`config.mk`:
```
export PLATFORM = sky130hd
export DESIGN_NAME = wdt_top
export DESIGN_NICKNAME = d
export VERILOG_FILES = /design/src/rtl/wdt_tick_div.v /design/src/rtl/wdt_counter.v /design/src/rtl/wdt_top.v
export VERILOG_INCLUDE_DIRS = /design/src /design/src/rtl
export SDC_FILE = /design/constraint.sdc
export NUM_CORES = 1
export LEC_CHECK = 0
export ABC_CLOCK_PERIOD_IN_PS = 2400
export BUFFER_PORTS_ARGS = -buffer_cell sky130_fd_sc_hd__buf_2
export CORE_UTILIZATION = 35
export DETAILED_ROUTE_END_ITERATION = 10
export SYNTH_ARGS = -nofsm -noshare
export SYNTH_HDL_FRONTEND = slang
export SYNTH_SLANG_ARGS = --single-unit
```
`constraint.sdc`:
```
create_clock -name aclk -period 2.4 [get_ports aclk]
set_input_delay 0.36 -clock aclk [delete_from_list [all_inputs] [get_ports aclk]]
set_output_delay 0.36 -clock aclk [all_outputs]
set_load 0.02 [all_outputs]
```
`src/rtl/wdt_regs.vh`:
```
// Purpose: Constants for the system watchdog timer
// Assumes: 25 MHz bus clock, 32-bit AXI4-Lite register access
// Notes: Register offsets are byte addresses
//
// Notes on behaviour
// - Every reset leaves the watchdog enable set, so it runs by default.
// - With the enable cleared the watchdog stops and never resets the system.
// - Any write to the reset cause address restarts the counter from zero.
// - That service write leaves the reset cause contents unchanged.
// - Clock select 0 picks the 32 kHz reference, 1 picks the bus clock.
// - Time-out select: reference 2^10 or 2^13, bus clock 2^13 or 2^18 cycles.
// - After reset: reference clock and long time-out.
// - Both option registers take only their first write after reset.
// - The first write to either option register restarts the counter.
// - In background debug mode the counter holds its value.
// - Bus clock selected: counter freezes in stop mode, then resumes.
// - Reference selected: counter clears on stop entry, restarts from zero.
// - Reaching the selected overflow count while enabled requests system reset.
// - Reference time-outs assume a nominal 31.25 us tick period, within clock tolerance.
// - A watchdog reset sets the watchdog bit of the reset cause register.
`ifndef WDT_REGS_VH
`define WDT_REGS_VH

// ----------------------------------------
// Register offsets
// ----------------------------------------
`define WDT_OPT1_ADDR 8'h00
`define WDT_OPT2_ADDR 8'h04
`define WDT_CAUSE_ADDR 8'h08
`define WDT_STAT_ADDR 8'h0c
`define WDT_MASK_ADDR 8'h10
`define WDT_COUNT_ADDR 8'h14

// ----------------------------------------
// Field positions and reset values
// ----------------------------------------
`define WDT_OPT1_ENABLE_BIT 0
`define WDT_OPT1_TIMEOUT_BIT 1
`define WDT_OPT2_CLKSEL_BIT 0
`define WDT_CAUSE_WDT_BIT 0
`define WDT_CAUSE_POR_BIT 1
`define WDT_ENABLE_RST 1'b1
`define WDT_TIMEOUT_RST 1'b1
`define WDT_CLKSEL_RST 1'b0
`define WDT_EV_SERVICE_BIT 0
`define WDT_EV_TIMEOUT_BIT 1
`define WDT_EV_LOCKED_BIT 2
`define WDT_EV_WIDTH 3

// ----------------------------------------
// Timing
// ----------------------------------------
`define WDT_CLK_HZ 25000000
`define WDT_REF_HZ 32000
// Reference divider, bus clock over reference rate, sized for the divider port
`define WDT_REF_DIV 10'd781
`define WDT_CNT_WIDTH 19
`define WDT_LIM_REF_SHORT 19'h00400
`define WDT_LIM_REF_LONG 19'h02000
`define WDT_LIM_BUS_SHORT 19'h02000
`define WDT_LIM_BUS_LONG 19'h40000

`endif

```
`src/rtl/wdt_tick_div.v`:
```
// Purpose: One-cycle enable pulse at the reference clock rate
// Assumes: Single clock domain
// Notes: Clear restarts the phase
`timescale 1ns/10ps
module wdt_tick_div #(
	parameter [9:0] DIV = 10'd781
) (
	input wire aclk,
	input wire aresetn,
	input wire clear,
	output reg tick
);

// ----------------------------------------
// Divider
// ----------------------------------------
reg [9:0] div_r;

always @(posedge aclk) begin
	if (!aresetn || clear) begin
		div_r <= 10'h000;
		tick <= 1'b0;
	end else if (div_r == DIV - 10'd1) begin
		div_r <= 10'h000;
		tick <= 1'b1;
	end else begin
		div_r <= div_r + 10'd1;
		tick <= 1'b0;
	end
end

endmodule

```
`src/rtl/wdt_counter.v`:
```
// Purpose: Watchdog up-counter with selectable overflow
// Assumes: Increment enable from the top
// Notes: Overflow is a single-cycle pulse
`timescale 1ns/10ps
`include "wdt_regs.vh"
module wdt_counter (
	input wire aclk,
	input wire aresetn,
	input wire clear,
	input wire inc,
	input wire clksel,
	input wire timeout_sel,
	output reg [`WDT_CNT_WIDTH-1:0] count,
	output reg overflow
);

// ----------------------------------------
// Limit select
// ----------------------------------------
reg [`WDT_CNT_WIDTH-1:0] limit;

always @* begin
	case ({clksel, timeout_sel})
	2'b00: limit = `WDT_LIM_REF_SHORT;
	2'b01: limit = `WDT_LIM_REF_LONG;
	2'b10: limit = `WDT_LIM_BUS_SHORT;
	default: limit = `WDT_LIM_BUS_LONG;
	endcase
end

// ----------------------------------------
// Count
// ----------------------------------------
always @(posedge aclk) begin
	if (!aresetn || clear) begin
		count <= {`WDT_CNT_WIDTH{1'b0}};
		overflow <= 1'b0;
	end else if (inc && count == limit - 1'b1) begin
		count <= {`WDT_CNT_WIDTH{1'b0}};
		overflow <= 1'b1;
	end else begin
		if (inc)
			count <= count + 1'b1;
		overflow <= 1'b0;
	end
end

endmodule

```
`src/rtl/wdt_top.v`:
```
// Purpose: System watchdog timer with AXI4-Lite registers
// Assumes: Stop and debug inputs come from logic on aclk
// Notes: Watchdog reset request is a one-cycle pulse
//
// Chosen here: the AXI4-Lite register port and the register offsets.
`timescale 1ns/10ps
`include "wdt_regs.vh"
module wdt_top (
	input wire aclk,
	input wire aresetn,
	input wire [7:0] s_axi_awaddr,
	input wire s_axi_awvalid,
	output reg s_axi_awready,
	input wire [31:0] s_axi_wdata,
	input wire [3:0] s_axi_wstrb,
	input wire s_axi_wvalid,
	output reg s_axi_wready,
	output reg [1:0] s_axi_bresp,
	output reg s_axi_bvalid,
	input wire s_axi_bready,
	input wire [7:0] s_axi_araddr,
	input wire s_axi_arvalid,
	output reg s_axi_arready,
	output reg [31:0] s_axi_rdata,
	output reg [1:0] s_axi_rresp,
	output reg s_axi_rvalid,
	input wire s_axi_rready,
	input wire stop_mode,
	input wire debug_mode,
	input wire por_event,
	output reg wdt_reset_req,
	output reg irq
);

// ----------------------------------------
// Write channel capture
// ----------------------------------------
reg aw_held_r;
reg w_held_r;
reg [7:0] awaddr_r;
reg [31:0] wdata_r;
wire wr_fire;

assign wr_fire = aw_held_r && w_held_r && !s_axi_bvalid;

always @(posedge aclk) begin
	if (!aresetn) begin
		aw_held_r <= 1'b0;
		w_held_r <= 1'b0;
		awaddr_r <= 8'h00;
		wdata_r <= 32'h00000000;
		s_axi_awready <= 1'b0;
		s_axi_wready <= 1'b0;
	end else begin
		s_axi_awready <= !aw_held_r && !s_axi_awready && !s_axi_bvalid;
		s_axi_wready <= !w_held_r && !s_axi_wready && !s_axi_bvalid;
		if (s_axi_awvalid && s_axi_awready) begin
			aw_held_r <= 1'b1;
			awaddr_r <= s_axi_awaddr;
		end else if (wr_fire) begin
			aw_held_r <= 1'b0;
		end
		if (s_axi_wvalid && s_axi_wready) begin
			w_held_r <= 1'b1;
			wdata_r <= s_axi_wdata;
		end else if (wr_fire) begin
			w_held_r <= 1'b0;
		end
		if (aw_held_r || (s_axi_awvalid && s_axi_awready))
			s_axi_awready <= 1'b0;
		if (w_held_r || (s_axi_wvalid && s_axi_wready))
			s_axi_wready <= 1'b0;
	end
end

// ----------------------------------------
// Write response
// ----------------------------------------
wire wr_known;

assign wr_known = awaddr_r == `WDT_OPT1_ADDR || awaddr_r == `WDT_OPT2_ADDR ||
	awaddr_r == `WDT_CAUSE_ADDR || awaddr_r == `WDT_STAT_ADDR ||
	awaddr_r == `WDT_MASK_ADDR || awaddr_r == `WDT_COUNT_ADDR;

always @(posedge aclk) begin
	if (!aresetn) begin
		s_axi_bvalid <= 1'b0;
		s_axi_bresp <= 2'b00;
	end else if (wr_fire) begin
		s_axi_bvalid <= 1'b1;
		s_axi_bresp <= wr_known ? 2'b00 : 2'b10;
	end else if (s_axi_bready) begin
		s_axi_bvalid <= 1'b0;
	end
end

// ----------------------------------------
// Option registers, write once; interrupt mask, writable any time
// ----------------------------------------
reg enable_r;
reg timeout_sel_r;
reg clksel_r;
reg opt1_locked_r;
reg opt2_locked_r;
reg [3:0] mask_r;
wire wr_opt1;
wire wr_opt2;
wire wr_service;
wire wr_mask;

assign wr_opt1 = wr_fire && awaddr_r == `WDT_OPT1_ADDR;
assign wr_opt2 = wr_fire && awaddr_r == `WDT_OPT2_ADDR;
assign wr_service = wr_fire && awaddr_r == `WDT_CAUSE_ADDR;
assign wr_mask = wr_fire && awaddr_r == `WDT_MASK_ADDR;

always @(posedge aclk) begin
	if (!aresetn) begin
		enable_r <= `WDT_ENABLE_RST;
		timeout_sel_r <= `WDT_TIMEOUT_RST;
		clksel_r <= `WDT_CLKSEL_RST;
		opt1_locked_r <= 1'b0;
		opt2_locked_r <= 1'b0;
		mask_r <= 4'h0;
	end else begin
		if (wr_opt1 && !opt1_locked_r) begin
			enable_r <= wdata_r[`WDT_OPT1_ENABLE_BIT];
			timeout_sel_r <= wdata_r[`WDT_OPT1_TIMEOUT_BIT];
			opt1_locked_r <= 1'b1;
		end
		if (wr_opt2 && !opt2_locked_r) begin
			clksel_r <= wdata_r[`WDT_OPT2_CLKSEL_BIT];
			opt2_locked_r <= 1'b1;
		end
		if (wr_mask)
			mask_r <= wdata_r[3:0];
	end
end

// ----------------------------------------
// Counter control
// ----------------------------------------
reg stop_d_r;
wire stop_entry;
wire ref_tick;
wire cnt_clear;
wire cnt_inc;
wire [`WDT_CNT_WIDTH-1:0] count;
wire overflow;

assign stop_entry = stop_mode && !stop_d_r;
assign cnt_clear = wr_service || (wr_opt1 && !opt1_locked_r) ||
	(wr_opt2 && !opt2_locked_r) || !enable_r ||
	(stop_entry && !clksel_r);
assign cnt_inc = enable_r && !debug_mode && !stop_mode &&
	(clksel_r ? 1'b1 : ref_tick);

always @(posedge aclk) begin
	if (!aresetn)
		stop_d_r <= 1'b0;
	else
		stop_d_r <= stop_mode;
end

wdt_tick_div #(
	.DIV(`WDT_REF_DIV)
) u_tick (
	.aclk(aclk),
	.aresetn(aresetn),
	.clear(stop_entry && !clksel_r),
	.tick(ref_tick)
);

wdt_counter u_cnt (
	.aclk(aclk),
	.aresetn(aresetn),
	.clear(cnt_clear),
	.inc(cnt_inc),
	.clksel(clksel_r),
	.timeout_sel(timeout_sel_r),
	.count(count),
	.overflow(overflow)
);

// ----------------------------------------
// Reset request and reset cause
// ----------------------------------------
reg cause_wdt_r;
reg cause_por_r;

always @(posedge aclk) begin
	if (!aresetn)
		wdt_reset_req <= 1'b0;
	else
		wdt_reset_req <= overflow && enable_r;
end

// Cause bits survive the watchdog reset it caused
always @(posedge aclk) begin
	if (por_event) begin
		cause_wdt_r <= 1'b0;
		cause_por_r <= 1'b1;
	end else if (wdt_reset_req) begin
		cause_wdt_r <= 1'b1;
		cause_por_r <= 1'b0;
	end
end

// ----------------------------------------
// Event status and interrupt
// ----------------------------------------
reg [`WDT_EV_WIDTH-1:0] stat_r;
reg [`WDT_EV_WIDTH-1:0] ev;
wire rd_stat;

always @* begin
	ev = {`WDT_EV_WIDTH{1'b0}};
	ev[`WDT_EV_SERVICE_BIT] = wr_service;
	ev[`WDT_EV_TIMEOUT_BIT] = overflow && enable_r;
	ev[`WDT_EV_LOCKED_BIT] = (wr_opt1 && opt1_locked_r) || (wr_opt2 && opt2_locked_r);
end

always @(posedge aclk) begin
	if (!aresetn) begin
		stat_r <= {`WDT_EV_WIDTH{1'b0}};
		irq <= 1'b0;
	end else begin
		if (rd_stat)
			stat_r <= ev;
		else
			stat_r <= stat_r | ev;
		irq <= |(stat_r & mask_r[`WDT_EV_WIDTH-1:0]);
	end
end

// ----------------------------------------
// Read channel
// ----------------------------------------
reg [31:0] rd_mux;
reg rd_ok;

assign rd_stat = s_axi_arvalid && s_axi_arready && s_axi_araddr == `WDT_STAT_ADDR;

always @* begin
	rd_mux = 32'h00000000;
	rd_ok = 1'b1;
	case (s_axi_araddr)
	`WDT_OPT1_ADDR: begin
		rd_mux[`WDT_OPT1_ENABLE_BIT] = enable_r;
		rd_mux[`WDT_OPT1_TIMEOUT_BIT] = timeout_sel_r;
	end
	`WDT_OPT2_ADDR: rd_mux[`WDT_OPT2_CLKSEL_BIT] = clksel_r;
	`WDT_CAUSE_ADDR: begin
		rd_mux[`WDT_CAUSE_WDT_BIT] = cause_wdt_r;
		rd_mux[`WDT_CAUSE_POR_BIT] = cause_por_r;
	end
	`WDT_STAT_ADDR: rd_mux[`WDT_EV_WIDTH-1:0] = stat_r;
	`WDT_MASK_ADDR: rd_mux[3:0] = mask_r;
	`WDT_COUNT_ADDR: rd_mux[`WDT_CNT_WIDTH-1:0] = count;
	default: rd_ok = 1'b0;
	endcase
end

always @(posedge aclk) begin
	if (!aresetn) begin
		s_axi_arready <= 1'b0;
		s_axi_rvalid <= 1'b0;
		s_axi_rdata <= 32'h00000000;
		s_axi_rresp <= 2'b00;
	end else begin
		s_axi_arready <= !s_axi_rvalid && !s_axi_arready && !s_axi_arvalid ? 1'b1 :
			(!s_axi_rvalid && !s_axi_arready);
		if (s_axi_arvalid && s_axi_arready) begin
			s_axi_arready <= 1'b0;
			s_axi_rvalid <= 1'b1;
			s_axi_rdata <= rd_mux;
			s_axi_rresp <= rd_ok ? 2'b00 : 2'b10;
		end else if (s_axi_rvalid && s_axi_rready) begin
			s_axi_rvalid <= 1'b0;
		end
	end
end

endmodule

```
==> results by stage <==
Routing:
- In the final routed layout, each cell accounts on average for 13.4 um.
- The mean number of vias per cell is 4.91.
- For this run, design rule violations remaining after detail routing come to 0.
- After detailed routing, the total wire length is 8310 um.
- After the first detailed-routing iteration, the DRC count stood at 117.
- Before antenna repair, the detailed router went through 4 iterations.
- The number of vias after detailed routing is 3055.
- The count of nets left with antenna violations after detail routing is 0.

Synth:
- The most used flip-flop cell after synthesis is sky130_fd_sc_hd__dfxtp_1.
- Counting flops with an async set or reset pin after synthesis yields a share of 0%.
- Sequential elements use 45.9% of the synthesized area.
- After synthesis, the mean cell area works out to 9.05 sq um.
- The number of different library cells used by synthesis comes to 52.
- The synthesized netlist occupies a cell area of 3840 sq um.
- For this run, the number of Yosys warnings is 0.
- The share of the synthesized area in the top cell type is 45.9%.
- The library cell occupying the most area in the post-synthesis netlist is sky130_fd_sc_hd__dfxtp_1.
- Counting every instance in the synthesized netlist gives 424.
- After synthesis, the cell types taking the most area are sky130_fd_sc_hd__dfxtp_1, sky130_fd_sc_hd__nor2b_1, sky130_fd_sc_hd__nor2_1.
- The total of flip-flops plus latches after synthesis is 88.
- The number of synthesized flops with an enable pin is 0.

Worst setup path:
- For the worst setup path, the data required time is 2.66 ns.
- In this run the worst path has a maximum fanout of 10.
- For flop-to-flop paths, the worst setup slack is 0.37 ns.
- The path depth of the worst reg2reg path is 6.
- The worst setup path is launched from a flop.
- In this design, the stage delay of the slowest critical-path cell is 0.56 ns.
- The capturing element type of the critical path is a flop.
- The classification of the worst setup path is reg -> reg.
- The critical path goes through or4_4 > nor4_1 > a311o_2 > a21o_1 > buf_4 > nor2_1.
- The cell with the largest stage delay on the worst path is sky130_fd_sc_hd__or4_4.
- The endpoint identified for the worst register-to-register timing path is u_cnt.count[9].
- Data on the critical path arrives at its endpoint at 2.30 ns.
- In this run the critical register-to-register path is launched from awaddr_r[1].

Timing:
- The number of endpoints with negative hold slack in the final report is 0.
- The worst path meets setup with 0.368 ns of slack.
- Setup repair after global routing left no endpoint under its margin.
- The final critical delay including setup and external delays is 2.03 ns.
- The count of pins over their slew limit was 0.
- The top achievable clock speed is 0.492 GHz.
- The final clock skew is 0.00653 ns.
- The final-layout setup total negative slack is 0 ns.
- Setup violations remaining at the end of the flow were counted as 0.
- The share of the clock period used by the worst path after layout is 84.7%.
- The worst pin sits at a relative slew slack of 63.2%.
- The slew at the pin with the worst max-slew slack is 0.539 ns.

Placed design:
- The final weighted congestion in routability-driven placement is 0.825.
- The half-perimeter wire length after placement is 6060 um.
- The setup slack at placement is 0.363 ns.
- The port buffer count is 57.
- Counting tap cells, the placed design contains a total of 607 instances.

GRT:
- The pin count of the biggest net entering global routing is 55.
- The number of global-route vias before repair was 2885.
- Global routing finished with a remaining overflow of 0.
- The total routing usage reported by global routing is 15.5%.
- The wire length of the first global-routing pass is 13800 um.
- The number of antenna violations at the first check in global routing was 1.

Clock network:
- The number of gates given a new drive strength after cts is 0.
- Once the clock tree was built, the setup fixing pass inserted 0 buffers.
- The H-tree depth is 3.
- The clock transition at the register clock pins on the worst setup and hold paths after CTS is 0.08 ns.
- The clock sink count is 88.
- The count of hold-fix buffers inserted at cts is 0.
- The number of buffers created by CTS is 9.
- The maximum root-to-sink buffer count is 2.
- In this run the clock root is driven by a sky130_fd_sc_hd__clkbuf_8.
- The later pin in the worst-skew pair is clocked with a latency of 0.37 ns.
- TritonCTS built the clock tree.

Layout:
- 0 antenna diodes ended up in the layout.
- The number of nets in the final layout is 547.
- The proportion of layout cells with a drive suffix above 1 is 19.1%.
- The area growth from synthesis to layout is 16.0%.
- After the flow finishes, the layout carries non-filler instances totaling 622.

Flow run:
- The max-cap check violation count is 0.

Min path:
- The destination of the worst hold path is cause_wdt_r.
- The launch point of the worst hold path is por_event.
- The worst hold path passes through 2 cells.
- In this run the worst hold path is classified as in -> reg.

Status:
- The run finished with clean final reports.

Power and ir drop:
- IR analysis of the VDD net gives a maximum drop of 0.000243 V.
- In this run the power density over the cells is 640 nW/um^2.
- The leakage power summed over all cells is 0.00169 uW.
- Overall power consumption after layout is estimated at 2850 uW.

Floorplan:
- The die boundary height is 107 um.
- The core box area is 10500 sq um.
- The floorplan die area is 11400 sq um.
- The effective utilization at floorplan is 36.7%.
- The I/O pin total is 105.
- The floorplan has 37 rows.
- The chip width is 107 um.
worst max-delay path by stage:
stage                      from             end  slack (ns)  cells past startpoint
floorplan           awaddr_r[1]        clksel_r        0.50                      5
global placement    awaddr_r[1]  u_cnt.count[9]        0.39                      6
detailed placement  awaddr_r[1]  u_cnt.count[9]        0.36                      6
CTS                 awaddr_r[1]  u_cnt.count[9]        0.35                      6
global route        awaddr_r[1]  u_cnt.count[3]        0.24                      6
finish              awaddr_r[1]  u_cnt.count[9]        0.37                      6
critical path: cells and delay by family, from the launching register on:
kind            cells  cell delay [ns]
compound gates      2             0.46
flops               1             0.31
simple gates        3             0.94
buf+inv             1             0.21
through the flow:
step,cell area [sq um],utilization [%],hold slack (ns)
2_1_floorplan,3890,-,0.416
3_3_place_gp,4230,40.4,0.432
3_5_place_dp,4230,40.4,0.444
4_1_cts,4450,42.5,0.151
5_1_grt,4450,42.5,0.160
6_report,4450,42.5,0.160
layer usage:
layer  wire (um)  GRT usage [%]  up-vias  part of all wire [%]
met5          13              0        -                  0.16
met4         139           6.75        2                   1.7
met3         330           4.13       14                   4.0
met2        3730           24.6       58                    45
met1        4090           19.8     1416                    49
li1            -              -     1565                     -
cells in the mapped netlist (2+ instances only):
master,n
sky130_fd_sc_hd__o21ai_0,10
sky130_fd_sc_hd__mux2i_1,8
sky130_fd_sc_hd__nand2_1,36
sky130_fd_sc_hd__nor4_1,4
sky130_fd_sc_hd__nand2b_1,5
sky130_fd_sc_hd__a22oi_1,17
sky130_fd_sc_hd__a21oi_1,9
sky130_fd_sc_hd__a221oi_1,2
sky130_fd_sc_hd__nand3b_1,3
sky130_fd_sc_hd__nand3_1,27
sky130_fd_sc_hd__nor4_2,2
sky130_fd_sc_hd__clkbuf_1,16
sky130_fd_sc_hd__nor3_1,8
sky130_fd_sc_hd__and4_1,2
sky130_fd_sc_hd__buf_4,15
sky130_fd_sc_hd__ha_1,3
sky130_fd_sc_hd__dfxtp_1,88
sky130_fd_sc_hd__mux2_2,4
sky130_fd_sc_hd__nor3b_1,2
sky130_fd_sc_hd__xor2_1,16
sky130_fd_sc_hd__xnor2_1,7
sky130_fd_sc_hd__and3_1,6
sky130_fd_sc_hd__a2111oi_0,2
sky130_fd_sc_hd__or3_1,4
sky130_fd_sc_hd__a21o_1,2
sky130_fd_sc_hd__and2_1,3
sky130_fd_sc_hd__or4_4,2
sky130_fd_sc_hd__nor2b_1,26
sky130_fd_sc_hd__inv_1,10
sky130_fd_sc_hd__a21boi_0,18
sky130_fd_sc_hd__nor2_1,40
sky130_fd_sc_hd__nand4_1,7
cell usage in the layout, fill, tap and decap left out, types with 9 or more instances in the layout:
master                     count
sky130_fd_sc_hd__dfxtp_1      88
sky130_fd_sc_hd__conb_1       15
sky130_fd_sc_hd__nor2b_1      26
sky130_fd_sc_hd__buf_4         9
sky130_fd_sc_hd__buf_2        57
sky130_fd_sc_hd__a21boi_0     18
sky130_fd_sc_hd__nand3_1      27
sky130_fd_sc_hd__nand2_1      36
sky130_fd_sc_hd__xor2_1       16
sky130_fd_sc_hd__inv_1        10
sky130_fd_sc_hd__a22oi_1      17
sky130_fd_sc_hd__a21oi_1       9
sky130_fd_sc_hd__clkbuf_8     11
sky130_fd_sc_hd__o21ai_0      10
sky130_fd_sc_hd__nor2_1       40
kinds of logic after synthesis:
group	count (synthesis)	share of synthesized area (%)
flip-flops	88	45.9
AO/OA/AOI/OAI	71	13.1
XOR/XNOR	23	5.25
other	1	0.0977
AND/OR/NAND/NOR	183	25.7
buffers and inverters	43	5.74
multiplexers	12	3.26
adder cells (fa/ha/maj)	3	0.978
state kept, by name (all words and copies together) (netlist names), 3 cells and up:
| register | count |
|---|---|
| stat_r | 3 |
| u_tick.div_r | 10 |
| u_cnt.count | 19 |
| s_axi_rdata | 19 |
| awaddr_r | 8 |
| wdata_r | 4 |
| mask_r | 4 |
power by group:
group	internal, uW	switching, uW	total (uW)
clock	636	504	1140
sequential	1490	31.2	1520
combinational	71.8	120	192
layout make-up:
type,count,area [sq um]
multi-input combinational,307,1910
timing repair buffer,66,353
fill,1068,6010
tap,136,170
clock buffer,12,155
sequential,88,1760
clock inverter,3,65.1
inverter,10,37.5
No activity file was read; power rests on OpenSTA's default activity.
